--- config.mk ---
export PLATFORM = sky130hd
export DESIGN_NAME = cfu_core
export DESIGN_NICKNAME = d
export VERILOG_FILES = /design/src/cfu_pkg.sv /design/src/cfu_regfile_if.sv /design/src/cfu_gpr_mem.sv /design/src/cfu_core.sv
export SDC_FILE = /design/constraint.sdc
export NUM_CORES = 1
export LEC_CHECK = 0
export BUFFER_PORTS_ARGS = -buffer_cell sky130_fd_sc_hd__buf_4
export CELL_PAD_IN_SITES_DETAIL_PLACEMENT = 0
export CELL_PAD_IN_SITES_GLOBAL_PLACEMENT = 1
export CORE_ASPECT_RATIO = 0.9
export CORE_MARGIN = 2
export CORE_UTILIZATION = 35
export CTS_BUF_LIST = sky130_fd_sc_hd__clkbuf_16
export DETAILED_ROUTE_END_ITERATION = 10
export PLACE_DENSITY = 0.75
export SLEW_MARGIN = 15
export SYNTH_ARGS = -nofsm -noshare
export SYNTH_HDL_FRONTEND = slang
export SYNTH_SLANG_ARGS = --single-unit
--- constraint.sdc ---
create_clock -name clk_i -period 3.2 [get_ports clk_i]
set_input_delay 0.16 -clock clk_i [delete_from_list [all_inputs] [get_ports clk_i]]
set_output_delay 0.16 -clock clk_i [all_outputs]
set_load 0.02 [all_outputs]
--- src/cfu_pkg.sv ---
// Purpose: Shared constants and types for the core register and fetch block
// Assumes: 125 MHz core clock, synchronous active-high reset
// Notes: Register select codes are local choices
package cfu_pkg;
  localparam int ADDR_W = 20;
  localparam int WORD_W = 16;
  localparam int SEG_SHIFT = 4;
  localparam int QUEUE_DEPTH = 6;
  localparam int QPTR_W = 3;
  localparam logic [15:0] CODE_SEG_RST = 16'hffff;
  localparam logic [15:0] DATA_SEG_RST = 16'h0000;
  localparam logic [15:0] EXTRA_SEG_RST = 16'h0000;
  localparam logic [15:0] STACK_SEG_RST = 16'h0000;
  localparam logic [15:0] IP_RST = 16'h0000;
  localparam logic [15:0] FLAGS_RST = 16'hf000;

  // Register select: 0..7 general, 8..11 segment, 12 flags, 13 ip
  typedef enum logic [3:0] {
    CFU_R_ACC = 4'h0, CFU_R_COUNT = 4'h1, CFU_R_PORT = 4'h2,
    CFU_R_BASE = 4'h3, CFU_R_STACK = 4'h4, CFU_R_FRAME = 4'h5,
    CFU_R_SRC = 4'h6, CFU_R_DEST = 4'h7, CFU_R_EXTRA = 4'h8,
    CFU_R_CODE = 4'h9, CFU_R_SSEG = 4'ha, CFU_R_DSEG = 4'hb,
    CFU_R_FLAGS = 4'hc, CFU_R_IP = 4'hd
  } cfu_reg_t;

  // Byte-half select for data registers
  typedef enum logic [1:0] {
    CFU_W_WORD = 2'h0, CFU_W_LOW = 2'h1, CFU_W_HIGH = 2'h2
  } cfu_width_t;

  typedef enum logic [1:0] {
    CFU_BS_IDLE = 2'b00, CFU_BS_FETCH = 2'b01, CFU_BS_OPER = 2'b10
  } cfu_bus_state_t;
endpackage

--- src/cfu_regfile_if.sv ---
// Purpose: Carries register file access between the core and its store
// Assumes: Single clock domain
// Notes: Read data are registered in the store
interface cfu_regfile_if;
  logic we;
  logic [2:0] waddr;
  logic [15:0] wdata;
  logic [1:0] wbe;
  logic [2:0] raddr;
  logic [15:0] rdata;
  modport core (output we, waddr, wdata, wbe, raddr, input rdata);
  modport store (input we, waddr, wdata, wbe, raddr, output rdata);
endinterface

--- src/cfu_gpr_mem.sv ---
// Purpose: Eight general registers with byte-lane writes
// Assumes: Byte enables come from the core decode
// Notes: Contents are never reset
module cfu_gpr_mem (
  input wire logic clk_i,
  cfu_regfile_if.store rf
);
  logic [15:0] mem [8];
  logic [15:0] rdata;

  // Byte halves written separately; no reset applied
  always_ff @(posedge clk_i) begin
    if (rf.we && rf.wbe[0]) begin
      mem[rf.waddr][7:0] <= rf.wdata[7:0];
    end
    if (rf.we && rf.wbe[1]) begin
      mem[rf.waddr][15:8] <= rf.wdata[15:8];
    end
    rdata <= mem[rf.raddr];
  end

  assign rf.rdata = rdata;
endmodule

--- src/cfu_core.sv ---
// Purpose: Register set, prefetch queue and address path of the core
// Assumes: Memory answers with mem_ack_i, read data valid alongside it
// Notes: Narrow bus variant fetches one byte per bus cycle; operand accesses still move 16 bits
module cfu_core #(
  parameter bit WIDE_BUS = 1'b1
) (
  input wire logic clk_i,
  input wire logic rst_i,
  input wire logic op_take_i,
  output logic op_valid_o,
  output logic [7:0] op_byte_o,
  input wire logic jump_i,
  input wire logic [15:0] jump_cs_i,
  input wire logic [15:0] jump_ip_i,
  input wire logic oper_req_i,
  input wire logic oper_we_i,
  input wire logic oper_stack_i,
  input wire logic [1:0] oper_seg_i,
  input wire logic [15:0] oper_off_i,
  input wire logic [15:0] oper_wdata_i,
  output logic oper_done_o,
  output logic [15:0] oper_rdata_o,
  input wire logic reg_we_i,
  input wire logic [3:0] reg_sel_i,
  input wire logic [1:0] reg_width_i,
  input wire logic [15:0] reg_wdata_i,
  input wire logic [3:0] reg_rsel_i,
  output logic [15:0] reg_rdata_o,
  input wire logic alu_byte_i,
  input wire logic [1:0] alu_op_i,
  input wire logic [15:0] alu_a_i,
  input wire logic [15:0] alu_b_i,
  output logic [15:0] alu_y_o,
  output logic [15:0] saved_ip_o,
  output logic mem_req_o,
  output logic mem_we_o,
  output logic [19:0] mem_addr_o,
  output logic [15:0] mem_wdata_o,
  input wire logic mem_ack_i,
  input wire logic [15:0] mem_rdata_i
);
  cfu_regfile_if rf ();
  cfu_gpr_mem u_gpr (.clk_i(clk_i), .rf(rf));

  logic [15:0] code_seg, data_seg, extra_seg, stack_seg, flags, ip;
  logic [7:0] queue [cfu_pkg::QUEUE_DEPTH];
  logic [2:0] q_count;
  logic [2:0] q_rd;
  logic [2:0] q_wr;
  logic [3:0] rsel_q;
  cfu_pkg::cfu_bus_state_t bus_state, next_bus_state;

  // Register write decode
  wire is_gpr_w = (reg_sel_i < 4'h8);
  wire is_data_w = (reg_sel_i < 4'h4);
  wire byte_ok = is_data_w && (reg_width_i != cfu_pkg::CFU_W_WORD);
  wire [1:0] wbe = !byte_ok ? 2'b11 :
                   (reg_width_i == cfu_pkg::CFU_W_LOW) ? 2'b01 : 2'b10;
  wire [15:0] wdata_lane = (byte_ok && reg_width_i == cfu_pkg::CFU_W_HIGH)
                           ? {reg_wdata_i[7:0], 8'h00} : reg_wdata_i;
  assign rf.we = reg_we_i && is_gpr_w;
  assign rf.waddr = reg_sel_i[2:0];
  assign rf.wdata = wdata_lane;
  assign rf.wbe = wbe;
  assign rf.raddr = reg_rsel_i[2:0];

  // Queue state
  wire q_empty = (q_count == 3'h0);
  wire [2:0] q_need = WIDE_BUS ? 3'h2 : 3'h1;
  wire q_room = (q_count <= 3'(cfu_pkg::QUEUE_DEPTH) - q_need);
  wire take = op_take_i && !q_empty && !jump_i;
  wire [15:0] fetch_off = ip;

  // Physical address forming
  wire [15:0] seg_pick = oper_stack_i ? stack_seg :
                         (oper_seg_i == 2'h0) ? data_seg :
                         (oper_seg_i == 2'h1) ? extra_seg :
                         (oper_seg_i == 2'h2) ? code_seg : stack_seg;
  wire [19:0] oper_addr = {seg_pick, 4'h0} + {4'h0, oper_off_i};
  wire [19:0] fetch_addr = {code_seg, 4'h0} + {4'h0, fetch_off};
  wire fetch_odd = fetch_off[0];
  wire [2:0] fetch_n = (WIDE_BUS && !fetch_odd) ? 3'h2 : 3'h1;

  // Bus arbitration: operand request first
  always_comb begin
    next_bus_state = bus_state;
    case (bus_state)
      cfu_pkg::CFU_BS_IDLE: begin
        if (oper_req_i) begin
          next_bus_state = cfu_pkg::CFU_BS_OPER;
        end else if (q_room && !jump_i) begin
          next_bus_state = cfu_pkg::CFU_BS_FETCH;
        end
      end
      cfu_pkg::CFU_BS_FETCH: begin
        if (mem_ack_i || jump_i) begin
          next_bus_state = cfu_pkg::CFU_BS_IDLE;
        end
      end
      cfu_pkg::CFU_BS_OPER: begin
        if (mem_ack_i) begin
          next_bus_state = cfu_pkg::CFU_BS_IDLE;
        end
      end
      default: next_bus_state = cfu_pkg::CFU_BS_IDLE;
    endcase
  end

  wire fetch_done = (bus_state == cfu_pkg::CFU_BS_FETCH) && mem_ack_i
                    && !jump_i;
  wire start_oper = (bus_state == cfu_pkg::CFU_BS_IDLE) && oper_req_i;
  wire start_fetch = (bus_state == cfu_pkg::CFU_BS_IDLE) && !oper_req_i
                     && q_room && !jump_i;
  wire [2:0] q_add = fetch_done ? fetch_n : 3'h0;
  wire [2:0] q_sub = take ? 3'h1 : 3'h0;
  wire [7:0] fetch_lo = (WIDE_BUS && fetch_odd) ? mem_rdata_i[15:8]
                                                : mem_rdata_i[7:0];

  // Wrap helper for the queue pointers
  function automatic logic [2:0] q_inc(input logic [2:0] p);
    q_inc = (p == 3'(cfu_pkg::QUEUE_DEPTH - 1)) ? 3'h0 : p + 3'h1;
  endfunction

  always_ff @(posedge clk_i) begin
    if (rst_i) begin
      bus_state <= cfu_pkg::CFU_BS_IDLE;
    end else begin
      bus_state <= next_bus_state;
    end
  end

  // Queue storage and pointers
  always_ff @(posedge clk_i) begin
    if (rst_i || jump_i) begin
      q_count <= 3'h0;
      q_rd <= 3'h0;
      q_wr <= 3'h0;
    end else begin
      q_count <= q_count + q_add - q_sub;
      if (take) begin
        q_rd <= q_inc(q_rd);
      end
      if (fetch_done) begin
        queue[q_wr] <= fetch_lo;
        if (fetch_n == 3'h2) begin
          queue[q_inc(q_wr)] <= mem_rdata_i[15:8];
          q_wr <= q_inc(q_inc(q_wr));
        end else begin
          q_wr <= q_inc(q_wr);
        end
      end
    end
  end

  // Segment registers, flags and pointer
  wire seg_w = reg_we_i && !is_gpr_w;
  always_ff @(posedge clk_i) begin
    if (rst_i) begin
      code_seg <= cfu_pkg::CODE_SEG_RST;
      data_seg <= cfu_pkg::DATA_SEG_RST;
      extra_seg <= cfu_pkg::EXTRA_SEG_RST;
      stack_seg <= cfu_pkg::STACK_SEG_RST;
      flags <= cfu_pkg::FLAGS_RST;
      ip <= cfu_pkg::IP_RST;
    end else begin
      if (jump_i) begin
        code_seg <= jump_cs_i;
        ip <= jump_ip_i;
      end else begin
        if (fetch_done) begin
          ip <= ip + 16'(fetch_n);
        end
        if (seg_w && reg_sel_i == cfu_pkg::CFU_R_CODE) begin
          code_seg <= reg_wdata_i;
        end
      end
      if (seg_w && reg_sel_i == cfu_pkg::CFU_R_DSEG) begin
        data_seg <= reg_wdata_i;
      end
      if (seg_w && reg_sel_i == cfu_pkg::CFU_R_EXTRA) begin
        extra_seg <= reg_wdata_i;
      end
      if (seg_w && reg_sel_i == cfu_pkg::CFU_R_SSEG) begin
        stack_seg <= reg_wdata_i;
      end
      if (seg_w && reg_sel_i == cfu_pkg::CFU_R_FLAGS) begin
        flags <= reg_wdata_i;
      end
    end
  end

  // Pointer value saved on the stack: next byte to execute
  wire [15:0] exec_ip = ip - 16'(q_count);

  // ALU: byte or word operands
  wire [15:0] alu_raw = (alu_op_i == 2'h0) ? alu_a_i + alu_b_i :
                        (alu_op_i == 2'h1) ? alu_a_i - alu_b_i :
                        (alu_op_i == 2'h2) ? alu_a_i & alu_b_i :
                        alu_a_i ^ alu_b_i;
  wire [15:0] alu_res = alu_byte_i ? {8'h00, alu_raw[7:0]} : alu_raw;

  wire [15:0] spec_rd = (rsel_q == cfu_pkg::CFU_R_CODE) ? code_seg :
                        (rsel_q == cfu_pkg::CFU_R_DSEG) ? data_seg :
                        (rsel_q == cfu_pkg::CFU_R_EXTRA) ? extra_seg :
                        (rsel_q == cfu_pkg::CFU_R_SSEG) ? stack_seg :
                        (rsel_q == cfu_pkg::CFU_R_FLAGS) ? flags :
                        (rsel_q == cfu_pkg::CFU_R_IP) ? exec_ip : 16'h0000;

  // Registered outputs
  always_ff @(posedge clk_i) begin
    if (rst_i) begin
      op_valid_o <= 1'b0;
      op_byte_o <= 8'h00;
      oper_done_o <= 1'b0;
      oper_rdata_o <= 16'h0000;
      mem_req_o <= 1'b0;
      mem_we_o <= 1'b0;
      mem_addr_o <= 20'h0_0000;
      mem_wdata_o <= 16'h0000;
      alu_y_o <= 16'h0000;
      saved_ip_o <= 16'h0000;
      rsel_q <= 4'h0;
    end else begin
      op_valid_o <= take;
      op_byte_o <= queue[q_rd];
      oper_done_o <= (bus_state == cfu_pkg::CFU_BS_OPER) && mem_ack_i;
      if ((bus_state == cfu_pkg::CFU_BS_OPER) && mem_ack_i) begin
        oper_rdata_o <= mem_rdata_i;
      end
      alu_y_o <= alu_res;
      saved_ip_o <= exec_ip;
      rsel_q <= reg_rsel_i;
      if (start_oper) begin
        mem_req_o <= 1'b1;
        mem_we_o <= oper_we_i;
        mem_addr_o <= oper_addr;
        mem_wdata_o <= oper_wdata_i;
      end else if (start_fetch) begin
        mem_req_o <= 1'b1;
        mem_we_o <= 1'b0;
        mem_addr_o <= fetch_addr;
      end else if (mem_ack_i || jump_i) begin
        mem_req_o <= 1'b0;
      end
    end
  end

  assign reg_rdata_o = (rsel_q < 4'h8) ? rf.rdata : spec_rd;

  // Checks
  chk_reset_values: assert property (@(posedge clk_i)
    $fell(rst_i) |-> code_seg == 16'hffff && stack_seg == 16'h0000)
    else $error("segment reset value wrong");
  chk_first_fetch: assert property (@(posedge clk_i)
    $fell(rst_i) |-> fetch_addr == 20'hf_fff0)
    else $error("first fetch address wrong");
  chk_flags_reset: assert property (@(posedge clk_i)
    $fell(rst_i) |-> flags == 16'hf000)
    else $error("flags reset wrong");
  chk_stall_empty: assert property (@(posedge clk_i) disable iff (rst_i)
    q_empty |=> !op_valid_o)
    else $error("byte delivered from empty queue");
  chk_oper_first: assert property (@(posedge clk_i) disable iff (rst_i)
    bus_state == cfu_pkg::CFU_BS_IDLE && oper_req_i
    |=> bus_state == cfu_pkg::CFU_BS_OPER)
    else $error("operand not served first");
  chk_flush_jump: assert property (@(posedge clk_i) disable iff (rst_i)
    jump_i |=> q_count == 3'h0 && ip == $past(jump_ip_i))
    else $error("queue not flushed");
  chk_oper_addr: assert property (@(posedge clk_i) disable iff (rst_i)
    start_oper |=> mem_addr_o == $past(oper_addr) && mem_req_o)
    else $error("operand address wrong");
  chk_stack_seg: assert property (@(posedge clk_i) disable iff (rst_i)
    start_oper && oper_stack_i |=>
    mem_addr_o == {$past(stack_seg), 4'h0} + {4'h0, $past(oper_off_i)})
    else $error("stack not on stack segment");
  chk_prefetch: assert property (@(posedge clk_i) disable iff (rst_i)
    start_fetch |=> mem_req_o && !mem_we_o)
    else $error("prefetch not issued");
  chk_queue_bound: assert property (@(posedge clk_i) disable iff (rst_i)
    q_count <= 3'(cfu_pkg::QUEUE_DEPTH))
    else $error("queue overflow");
  cov_fetch: cover property (@(posedge clk_i) disable iff (rst_i)
    fetch_done);
  cov_take: cover property (@(posedge clk_i) disable iff (rst_i) take);
  cov_oper: cover property (@(posedge clk_i) disable iff (rst_i)
    start_oper);
  cov_jump: cover property (@(posedge clk_i) disable iff (rst_i)
    jump_i && !q_empty);
endmodule

==> results of run 1 <==
critical path: cells and delay by family (launching register included):
family | cells | cell delay, ns
simple gates | 4 | 0.62
compound gates | 2 | 0.42
fa+ha+maj | 2 | 0.52
buf+inv | 2 | 0.26
flops | 1 | 0.33
xor+xnor | 1 | 0.25
sequential cells by signal (all words and copies together) (netlist names), 3 cells and up:
register,cells
u_gpr.mem,128
queue,48
mem_addr_o,20
alu_y_o,16
code_seg,16
data_seg,16
extra_seg,16
fetch_off,16
flags,16
mem_wdata_o,16
oper_rdata_o,16
saved_ip_o,16
stack_seg,16
u_gpr.rf.rdata,16
op_byte_o,8
rsel_q,4
q_count,3
q_rd,3
q_wr,3
through the flow:
step / utilization, % / instances / setup slack (ns) / setup TNS [ns]
floorplan: - / 1966 / 0.2856 / 0
global placement: 40.41 / 2926 / 0.05945 / 0
detailed placement: 40.41 / 2926 / 0.06118 / 0
CTS: 44.97 / 3117 / -0.07159 / -0.1649
global route: 45.20 / 3124 / -0.04905 / -0.05974
finish: 45.20 / 3124 / 0.03888 / 0
kinds of logic (layout without fill, tap and decap cells):
kind of cell | count (synthesis) | count (layout)
compound gates | 422 | 422
mux | 167 | 167
fa+ha+maj | 69 | 69
buf+inv | 178 | 571
flops | 399 | 399
simple gates | 681 | 681
xor+xnor | 50 | 50
layout make-up:
class / count / area [µm²] / area share [%]
multi-input combinational: 1389 / 9917 / 38.35
sequential: 399 / 9758 / 37.73
timing repair buffer: 432 / 3528 / 13.64
clock buffer: 49 / 1226 / 4.741
tap: 765 / 957.2 / 3.701
clock inverter: 34 / 265.3 / 1.026
inverter: 56 / 210.2 / 0.8128
path summary, 6_finish.rpt:
kind | to | from | cells past startpoint
hold / removal | u_gpr.mem[0][14]$_DFFE_PP_ | reg_sel_i[1] | 2
hold reg to reg | mem_wdata_o[0]$_SDFFE_PP0P_ | mem_wdata_o[0]$_SDFFE_PP0P_ | 2
setup / recovery | reg_rdata_o[14] | fetch_off[0]$_SDFFE_PP0P_ | 11
setup reg to reg | mem_addr_o[18]$_SDFFE_PP0P_ | extra_seg[0]$_SDFFE_PP0P_ | 13
layer usage:
metal | GRT usage, % | part of all wire (%)
met5 | 0 | 0
met4 | 6.015 | 2.3
met3 | 5.381 | 9.4
met2 | 33.22 | 43
met1 | 31.60 | 45
power breakdown:
| group | internal, W | switching, W | total [W] |
|---|---|---|---|
| sequential | 0.00551 | 0.000144 | 0.00566 |
| clock | 0.00295 | 0.00223 | 0.00519 |
| combinational | 0.000970 | 0.00125 | 0.00222 |
| total | 0.00943 | 0.00363 | 0.0131 |
cell usage in the layout, fill, tap and decap left out, drive strengths merged, types with 24 or more instances in the layout:
| master | instances |
|---|---|
| o21ai | 75 |
| mux2i | 38 |
| clkbuf | 49 |
| a21oi | 158 |
| nand2 | 321 |
| buf | 329 |
| dlygate4sd3 | 103 |
| nor3 | 44 |
| nor2 | 156 |
| mux4 | 56 |
| ha | 63 |
| dfxtp | 223 |
| edfxtp | 176 |
| mux2 | 73 |
| xnor2 | 34 |
| nand2b | 32 |
| nand3 | 24 |
| inv | 65 |
timing repair:
| item | in CTS | in global routing |
|---|---|---|
| endpoints found under the hold margin | 199 | 0 |
| pin swaps | 7 | 16 |
| setup buffers | 5 | 7 |
| endpoints found under the setup margin | 8 | 10 |
| cloned | 0 | 0 |
| gates resized for setup | 11 | 23 |
| hold buffers | 103 | 0 |
==> results.md, run 1 <==
- The cell at the root of the clock tree is clkbuf_16.
- The mapped netlist covers 0.02034 mm².
- The number of instances in the synthesized netlist is 1966.
- The clock skew after layout is 0.02896 ns.
- Of the post-synthesis cell area, the dominant cell type holds 25.99%.
- The warning count from the yosys run is 0.
- The cell with the biggest individual delay on the critical path is fa_2.
- The classification of the worst-slack hold path is primary input to flip-flop.
- The leakage power of the design is 9.743 nW.
- In this run the tool buffered the top-level ports with 263 buffer cells.
- The number of nets in the synthesized netlist is 2187.
- The count of endpoints failing hold in the final timing report is 0.
- The worst path in the final design needs a cycle of 3.161 ns, including I/O delays and setup.
- The highest attainable clock frequency is 316.3 MHz.
- For this run, design rule violations remaining after detail routing come to 0.
- At the end of the flow, the number of nets in the layout was 2544.
- In the final routed layout, each cell accounts on average for 21.75 µm.
- The stage delay of the slowest cell on the critical path is 0.36 ns.
- 264 I/O pins were placed.
- Max-cap violations in this run came to 0.
- The congestion estimate from routability-driven global placement came to 0.9230.
- The largest voltage drop on the vdd net is 0.0003130 V.
- The count of final max-slew check failures came to 0.
- The CTS tree is yes.
- The synthesis-to-layout area growth is 27.17%.
- In the final layout, the share of cells above drive strength 1 is 25.69%.
- The setup path with the least slack is of type flip-flop to primary output.
- STA classifies the critical path endpoint as a primary output.
- At the pin with the least slew margin, the transition time is 1.081 ns.
- The estimated wirelength of the detail-placed design is 49.22 mm.
- The number of clock buffers added by TritonCTS is 45.
- The first-pass GRT wire length is 100.6 mm.
- The die covers 0.06005 mm².
- The fraction of the yosys area taken by sequential cells is 47.94%.
- STA puts the critical path data required time at 3.04 ns.
- The flow ran to the end, and the final reports show no timing, DRC or antenna violations.
- The final hold slack is 0.03509 ns.
- Of all nets on the critical path, the largest fanout is 3.
- The portion of netlist area occupied by mux cells is 12.13%.
- After detailed routing, the total wire length is 67.94 mm.
- The via count of the first global-routing pass is 16.20k.
- The compound-cell area share of the yosys netlist is 14.05%.
- The first TritonRoute pass finished after 6 iterations.
- Measured against its own limit, the worst slew margin works out to 27.68%.
- The initial antenna violation count is 0.
- Entering global routing, the biggest net connects 175 pins.
- The nature of the critical path startpoint is a flip-flop.
- The number of antenna diodes in the final layout is 0.
- CTS saw 399 sinks.
- After Yosys synthesis, full adders, half adders and majority gates account for 4.467% of the synthesized area.
- The total chip power is 0.01306 W.
- The area of all placed cells without fillers is 0.02586 mm².
- The placed cell area is 0.02312 mm².
- The detail-routed via count per cell is 5.398.
- In this run the standard cell core region covers 0.05722 mm².
- In this run the power density over the cells is 505.2 mW/mm².
- For flop-to-flop paths, the worst setup slack is 0.15 ns.
- In this run the core area contains 83 standard-cell rows.
- The starting density of the core is 35.54%.
- The die is 258.1 µm wide.
- The number of levels in the clock H-tree is 2.
- The number of different library cells used by synthesis comes to 107.
- Yosys mapped a number of flops with a built-in enable equal to 176.
- For this run, the total global-route usage over all layers was measured as 22.10%.
- By count the netlist is led by nand2_1 (319), dfxtp_1 (223), edfxtp_1 (176).
- The data arrival time of the critical path is 3.00 ns.
- The flip-flop cell with the highest count after synthesis is dfxtp_1.
- The post-synthesis cell type with the largest combined area is edfxtp_1.
- The fraction of registers with async set/reset is 0%.
- In the post-synthesis netlist, the cell with the most instances is nand2_1.
- Sorting the synthesized cells by area gives the leading types as edfxtp_1 (26%), dfxtp_1 (22%), mux4_2 (6.2%).
- Walking the worst path, the cells encountered are inv_2 > ha_4 > fa_2 > nand2b_4 > nand4_1 > nor4_2 > xnor2_1 > a21oi_2 > a222oi_1 > nand2_1 > buf_6.
- Setup violations remaining at the end of the flow were counted as 0.
- The mean post-synth cell area is 10.34 µm².
- The initial detailed-routing violation count is 1602.
- The clock passes through at most 3 buffers.
- Setup repair after global routing could not meet its margin everywhere.
- The later pin in the worst-skew pair is clocked with a latency of 0.59 ns.
- The post-synthesis xor/xnor area fraction is 2.190%.
- The routed layout has 16.86k vias.
- The number of fill cells is 5293.
- The period utilization is 98.79%.
- The number of antenna-violating nets in the routed design is 0.
- The leftover overflow at the end of global routing is 0.
- Synthesis inferred 399 register bits.
- The combinational family with the most area after synthesis is simple AND/OR/NAND/NOR gates.
- The post-synthesis share of cell area spent on and, or, nand and nor gates is 15.36%.
- The die is 232.7 µm tall.
- The clock transition at the register clock pins on the worst setup and hold paths after CTS is 0.06 ns.
Power figures use the tool's default switching activity.
==> run 2: changes to the inputs <==
--- a/config.mk
+++ b/config.mk
@@ -6,14 +6,15 @@
 export NUM_CORES = 1
 export LEC_CHECK = 0
 export BUFFER_PORTS_ARGS = -buffer_cell sky130_fd_sc_hd__buf_4
+export CAP_MARGIN = 25
 export CELL_PAD_IN_SITES_DETAIL_PLACEMENT = 0
 export CELL_PAD_IN_SITES_GLOBAL_PLACEMENT = 1
 export CORE_ASPECT_RATIO = 0.9
 export CORE_MARGIN = 2
-export CORE_UTILIZATION = 35
+export CORE_UTILIZATION = 45
 export CTS_BUF_LIST = sky130_fd_sc_hd__clkbuf_16
 export DETAILED_ROUTE_END_ITERATION = 10
-export PLACE_DENSITY = 0.75
+export PLACE_DENSITY = 0.9
 export SLEW_MARGIN = 15
 export SYNTH_ARGS = -nofsm -noshare
 export SYNTH_HDL_FRONTEND = slang
==> results.md, run 2 (same netlist as run 1, synthesis figures left out) <==
- The flow ran to the end, and the final reports show no timing, DRC or antenna violations.
- The sink count of the clock tree is 399 (unchanged).
- The area of the core came to 0.04439 mm² (-22%).
- The clock skew after layout is 0.01800 ns (-0.01096 ns).
- The critical path in this run is classified as flip-flop to primary output.
- The total I/O pin count is 264 (unchanged).
- The count of final max-slew check failures is 0 (unchanged).
- The routed length per placed instance came to 22.52 µm (+3.5%).
- The power per cell area came to 502.9 mW/mm² (-0.45%).
- The length of the first detailed-routing pass in iterations is 7 (+1).
- The area of all placed cells without fillers is 0.02529 mm² (-2.2%).
- The synthesis-to-layout area growth is 24.34%.
- The worst setup path is captured at a primary output.
- The relative contribution of sequential cells to total power is 44.5% (+1.2 points).
- The pin count of the biggest net entering global routing was 191 (+9.1%).
- The data required time of the worst path is 3.04 ns (about the same).
- The clock group share of total power is 38.4% (-1.3 points).
- The worst max-slew margin expressed relative to the limit is 32.84% (+5.2 points).
- The initial antenna violation count is 4 (+4).
- The total internal power was 0.009237 W (-2.1%).
- The die boundary height is 205.7 µm (-12%).
- The clock buffer count from CTS is 43 (-4.4%).
- The leading cell type in the layout, fill and taps excluded is nand2_1.
- The maximum fanout count along the critical path was 5 (+2).
- The classification of the worst-slack hold path is primary input to flip-flop.
- The largest voltage drop on the vdd net came to 0.0003877 V (+24%).
- The initial detailed-routing violation count was 1831 (+14%).
- The minimum clock period is 3.152 ns (-0.008982 ns).
- The depth of the worst hold-timing path is 3 (+1).
- The buffer depth of the longest clock path came to 3 (unchanged).
- The total number of placement rows is 73 (-12%).
- The transition at the pin with the smallest max-transition slack came to 0.9998 ns (-0.08099 ns).
- The total wire length after detailed routing was 65.89 mm (-3.0%).
- The starting density of the core was 45.81% (+10 points).
- The count of vias placed by the detailed router came to 17.06k (+1.2%).
- The clock insertion delay at the later pin of the skew report is 0.57 ns (-0.02 ns).
- The data arrival time of the critical path was 2.99 ns (about the same).
- The placed cell area is 0.02282 mm² (-1.3%).
- The number of remaining DRC errors is 0 (unchanged).
- The power share of the combinational group is 17.1% (about the same).
- The switching fraction of total power is 27.37% (-0.43 points).
- The period utilization came to 98.50% (-0.28 points).
- The clock transition at the register clock pins on the worst setup and hold paths after CTS is 0.06 ns (about the same).
- Setup repair after global routing could not meet its margin everywhere.
- The first-pass GRT wire length is 99.66 mm (-0.93%).
- The leftover overflow at the end of global routing is 0 (unchanged).
- The number of cells on the worst reg-to-reg path was 12 (-1).
- The detail-routed via count per cell is 5.830 (+8.0%).
- The number of flip-flops in the largest register is 128 (unchanged).
- The die area came to 0.04691 mm² (-22%).
- The highest attainable clock frequency is 317.2 MHz (+0.29%).
- The via count of the first global-routing pass is 16.68k (+3.0%).
- The number of antenna-violating nets in the routed design was 0 (unchanged).
- In the final layout, the registers with the most flip-flops are u_gpr.mem: 128 flops, queue: 48 flops, mem_addr_o: 20 flops.
- Clock tree synthesis selected as its root buffer the cell clkbuf_16.
- The setup violation total in the final timing report is 0 (unchanged).
- The post-layout utilization of the core is 56.97% (+12 points).
- The combined global-route utilization of all metal layers came to 27.42% (+5.3 points).
- The leakage power of the design was 9.588 nW (-1.6%).
- The count of input and output buffers is 263 (unchanged).
- The count of endpoints failing hold in the final timing report is 0 (unchanged).
- The total of max-cap violations came to 0 (unchanged).
- The library cells used most frequently in the layout, excluding fill and tap cells, are nand2_1 (319), buf_4 (305), dfxtp_1 (218), edfxtp_1 (176), a21oi_1 (152).
- The estimated wirelength of the detail-placed design is 45.54 mm (-7.5%).
- The number of nets in the layout was 2512 (-1.3%).
- The number of levels in the clock H-tree is 2 (unchanged).
- The most flop-heavy register is u_gpr.mem.
- The horizontal die dimension is 228.1 µm (-12%).
- The fraction of layout instances using a drive strength above 1 was 24.69% (-1.0 points).
- The nature of the critical path startpoint is a flip-flop.
- The switching component of the power was 0.003480 W (-4.2%).
- The final weighted congestion in routability-driven placement is 0.9421 (+2.1%).
- TritonCTS built the clock tree.
## run 2: power by group through the flow
stage          clock network, W  logic, W  registers, W
6_report                0.00489   0.00217       0.00566
5_1_grt                 0.00513   0.00233       0.00567
4_1_cts                 0.00496   0.00212       0.00565
3_3_place_gp                  0   0.00197       0.00575
2_1_floorplan                 0   0.00115       0.00581
3_5_place_dp                  0   0.00200       0.00576
## run 2: area by class of cell
cell class                 instances  area [µm²]
sequential                       399        9761
fill                            3696       19100
tap                              600       750.7
clock buffer                      43        1076
clock inverter                    36       296.5
antenna                            1       2.502
inverter                          56       210.2
timing repair buffer             402        3276
multi-input combinational       1389        9916
## run 2: worst paths after layout
kind | from | to | slack [ns]
max | fetch_off[1]$_SDFFE_PP0P_ | reg_rdata_o[11] | 0.05
max reg2reg | stack_seg[0]$_SDFFE_PP0P_ | mem_addr_o[16]$_SDFFE_PP0P_ | 0.21
min reg2reg | oper_rdata_o[15]$_SDFFE_PP0P_ | oper_rdata_o[15]$_SDFFE_PP0P_ | 0.46
min | jump_i | fetch_off[2]$_SDFFE_PP0P_ | 0.03
## run 2: metrics by stage
stage	setup slack (ns)	cells	hold WS, ns	setup TNS (ns)	power [W]
2_1_floorplan	0.2856	1966	0.2811	0	0.006955
3_3_place_gp	0.1704	2748	0.3820	0	0.007718
3_5_place_dp	0.1044	2748	0.3859	0	0.007759
4_1_cts	-0.03609	2920	0.001265	-0.03609	0.01273
5_1_grt	-0.06765	2926	0.02866	-0.1605	0.01313
6_report	0.04786	2926	0.02854	0	0.01272
## run 2: repair_timing
action | CTS | global route
hold endpoints to repair | 188 | 0
endpoints found under the setup margin | 6 | 11
setup buffers | 1 | 5
hold buffers | 92 | 0
gates resized for setup | 7 | 25
pin swaps | 4 | 15
## run 2: layer usage
layer  global-route usage (%)  vias to the layer above  part of all wire, %  wire length [µm]
met4                    11.16                        4                  3.9              2551
met3                    6.098                      150                  9.7              6378
met5                        0                        -                0.036                24
met1                    37.29                     8230                   42             27350
met2                    42.61                      862                   45             29590
li1                         -                     7814                    -                 -
## run 2: critical path, stage by stage, from the launching register on
cell and delay [ns]:
dfxtp_2 0.32, buf_6 0.13, ha_1 0.25, nor2b_1 0.14, o21ai_2 0.24, nand4_4 0.19, xnor2_4 0.28, o221ai_2 0.14
mux2_4 0.27, a221o_1 0.30, buf_6 0.14
==> run 3: changes to the inputs <==
--- a/config.mk
+++ b/config.mk
@@ -11,10 +11,10 @@
 export CELL_PAD_IN_SITES_GLOBAL_PLACEMENT = 1
 export CORE_ASPECT_RATIO = 0.9
 export CORE_MARGIN = 2
-export CORE_UTILIZATION = 45
+export CORE_UTILIZATION = 29
 export CTS_BUF_LIST = sky130_fd_sc_hd__clkbuf_16
 export DETAILED_ROUTE_END_ITERATION = 10
-export PLACE_DENSITY = 0.9
+export PLACE_DENSITY = 0.66
 export SLEW_MARGIN = 15
 export SYNTH_ARGS = -nofsm -noshare
 export SYNTH_HDL_FRONTEND = slang
==> results.md, run 3 (same netlist as run 1, synthesis figures left out) <==
- The min-delay analysis places its worst path in the category primary input to flip-flop.
- The minimum clock period is 3.103 ns (-0.04962 ns).
- The data arrival time of the critical path came to 2.94 ns (-0.05 ns).
- The switching fraction of total power is 27.43% (+0.061 points).
- The clock transition at the register clock pins on the worst setup and hold paths after CTS is 0.06 ns (about the same).
- The kind of cell adding the most delay to the critical path is adder cells.
- The leftover overflow at the end of global routing is 0 (unchanged).
- The period utilization came to 96.95% (-1.6 points).
- The initial antenna violation count is 5 (+1).
- The depth of the worst hold-timing path was 4 (+1).
- The detail-routed via count per cell was 5.147 (-12%).
- The number of flip-flops in the largest register is 128 (unchanged).
- Leaving out fill and tap cells, the most frequent cells in the layout are nand2_1 (317), buf_4 (316), dfxtp_1 (220), edfxtp_1 (176), a21oi_1 (151).
- The count of vias placed by the detailed router is 16.99k (-0.44%).
- The setup slack of the critical path after layout is 0.09748 ns (+0.04962 ns).
- The starting density of the core is 29.15% (-17 points).
- The clock skew after layout was 0.02684 ns (+0.008844 ns).
- The number of levels in the clock H-tree is 2 (unchanged).
- The power per cell area is 512.9 mW/mm² (+2.0%).
- The die boundary height is 255.2 µm (+24%).
- Setup repair after global routing could not meet its margin everywhere.
- The pin count of the biggest net entering global routing is 182 (-4.7%).
- The combined global-route utilization of all metal layers is 19.08% (-8.3 points).
- The sink count of the clock tree is 399 (unchanged).
- The buffer depth of the longest clock path is 3 (unchanged).
- The largest voltage drop on the vdd net was 0.0003228 V (-17%).
- The leading cell type in the layout, fill and taps excluded is nand2_1.
- The final weighted congestion in routability-driven placement is 0.9268 (-1.6%).
- The stage delay of the slowest cell on the critical path is 0.36 ns (+0.04 ns).
- The setup violation total in the final timing report is 0 (unchanged).
- The cell count after placement is 3098 (+13%).
- The number of cells on the worst reg-to-reg path is 12 (unchanged).
- The length of the first detailed-routing pass in iterations is 6 (-1).
- The maximum fanout count along the critical path is 3 (-2).
- The total I/O pin count was 264 (unchanged).
- The relative contribution of sequential cells to total power is 42.1% (-2.4 points).
- The most flop-heavy register is u_gpr.mem.
- The flip-flop and latch area is 0.009756 mm² (about the same).
- The largest registers in the layout are u_gpr.mem: 128 flops, queue: 48 flops, mem_addr_o: 20 flops.
- The number of fill cells is 6958 (+88%).
- The critical path class is flip-flop to primary output.
- The count of placed standard cells in the final layout, fillers left out came to 3300 (+13%).
- In this run the critical register-to-register path is launched from extra_seg[0]$_SDFFE_PP0P_.
- The number of nets in the layout is 2538 (+1.0%).
- The count of input and output buffers is 263 (unchanged).
- The data required time of the worst path is 3.04 ns (about the same).
- The total internal power is 0.009747 W (+5.5%).
- The area of the core is 0.06976 mm² (+57%).
- The clock insertion delay at the later pin of the skew report is 0.59 ns (+0.02 ns).
- The power share of the combinational group was 16.6% (-0.5 points).
- The endpoint of the most critical register-to-register path is mem_addr_o[16]$_SDFFE_PP0P_.
- The via count of the first global-routing pass is 16.46k (-1.4%).
- The worst hold path startpoint is alu_byte_i.
- The switching component of the power is 0.003684 W (+5.8%).
- The initial detailed-routing violation count came to 1735 (-5.2%).
- The worst-case hold path end point is alu_y_o[10]$_SDFF_PP0_.
- The clock buffer count from CTS is 48 (+12%).
- The cell sitting at the root of the clock tree is a clkbuf_16.
- The routed length per placed instance was 21.64 µm (-3.9%).
- The horizontal die dimension is 283.1 µm (+24%).
- The CTS tree is yes.
- The leakage power of the design is 9.806 nW (+2.3%).
- The number of antenna-violating nets in the routed design is 0 (unchanged).
- The worst max-slew margin expressed relative to the limit is 28.48% (-4.4 points).
- The minimum setup slack after placement was 0.1505 ns (+0.04616 ns).
- The fraction of layout instances using a drive strength above 1 is 25.51% (+0.82 points).
- The total number of placement rows was 92 (+26%).
- The run finished with clean final reports.
- The first-pass GRT wire length was 105.1 mm (+5.4%).
- The worst setup path is captured at a primary output.
- The clock group share of total power is 41.3% (+2.9 points).
- The die area is 0.07226 mm² (+54%).
- The total wire length after detailed routing was 71.42 mm (+8.4%).
- The setup slack of the worst register-to-register path is 0.23 ns (+0.02 ns).
- The area of the multi-input gates is 0.009972 mm² (+0.57%).
- The total of max-cap violations is 0 (unchanged).
- The estimated wirelength of the detail-placed design is 51.40 mm (+13%).
- Traced cell by cell, the critical path runs through inv_1 > ha_2 > fa_2 > nand2b_4 > nand4_1 > nor4_2 > xnor2_1 > a21oi_2 > a222oi_1 > nand2_1 > buf_4.
- The count of endpoints failing hold in the final timing report was 0 (unchanged).
- The cell with the biggest individual delay on the critical path is fa_2.
- The count of buffering cells on the critical path with inverters included is 2 (unchanged).
- The highest attainable clock frequency is 322.3 MHz (+1.6%).
- The worst setup path is launched from a flip-flop.
- The transition at the pin with the smallest max-transition slack is 1.069 ns (+0.06903 ns).
- The number of remaining DRC errors is 0 (unchanged).
- The synthesis-to-layout area growth is 28.76%.
- The count of final max-slew check failures came to 0 (unchanged).
## run 3: cell types whose count changed in the layout (fill, tap and decap cells not counted), moves of 3 or more
cell and change:
diode_2 +3, buf_4 +11, dlygate4sd3_1 +9, clkbuf_16 +6, inv_2 -3
## run 3: timing repair
item / 4_1_cts / 5_1_grt
buffers inserted: 4 / 4
pin swaps: 6 / 13
gates resized for setup: 15 / 25
hold endpoints to repair: 194 / 0
hold buffers: 101 / 0
endpoints found under the setup margin: 9 / 12
## run 3: tightest hold or removal path, stage by stage
cell      delay, ns
buf_4          0.09
nor2_1         0.14
o221ai_1       0.12
a21oi_1        0.05
## run 3: layer usage
metal	global-route usage (%)	up-vias	wire (µm)
met4	6.349	4	2052
met1	26.34	8277	31560
met3	5.000	107	6357
met5	0	-	24
met2	29.03	732	31430
li1	-	7865	-
## run 3: how the worst max path moves through the flow
stage                                    startpoint                          end  slack (ns)  depth (start not counted)
after global routing          q_count[0]$_SDFF_PP0_              reg_rdata_o[14]       -0.05                         10
after global placement                oper_seg_i[1]  mem_addr_o[16]$_SDFFE_PP0P_        0.13                         13
after floorplan                       oper_seg_i[1]  mem_addr_o[16]$_SDFFE_PP0P_        0.29                         13
after detailed placement  extra_seg[0]$_SDFFE_PP0P_  mem_addr_o[16]$_SDFFE_PP0P_        0.15                         12
final                     fetch_off[0]$_SDFFE_PP0P_              reg_rdata_o[14]         0.1                         11
after CTS                     q_count[1]$_SDFF_PP0_              reg_rdata_o[11]      -0.004                         10
## run 3: area by class of cell
class | count | share of cell area, %
diodes | 4 | 0.03823
clock buffers | 49 | 4.683
clock inverters | 40 | 1.400
inverters | 56 | 0.8028
multi-input cells | 1389 | 38.08
flip-flops and latches | 399 | 37.26
well taps | 940 | 4.492
repair buffers | 423 | 13.25
## run 3: power groups by stage
| stage | sequential, W | combinational [W] | clock, W |
|---|---|---|---|
| after global routing | 0.00567 | 0.00241 | 0.00585 |
| after CTS | 0.00565 | 0.00220 | 0.00566 |
| after detailed placement | 0.00576 | 0.00206 | 0 |
| after global placement | 0.00575 | 0.00205 | 0 |
| after floorplan | 0.00581 | 0.00115 | 0 |
| final | 0.00566 | 0.00223 | 0.00554 |
## run 3: through the flow
| step | util, % | hold WS [ns] | cell area (µm²) | total power [W] | TNS, ns |
|---|---|---|---|---|---|
| final | 37.54 | 0.03405 | 26190 | 0.01343 | 0 |
| after CTS | 37.32 | 0.0009103 | 26030 | 0.01352 | -0.004172 |
| after global placement | 33.45 | 0.3944 | 23330 | 0.007802 | 0 |
| after global routing | 37.53 | 0.03815 | 26180 | 0.01394 | -0.08668 |
| after detailed placement | 33.45 | 0.3937 | 23330 | 0.007820 | 0 |
| after floorplan | - | 0.2811 | 20340 | 0.006955 | 0 |
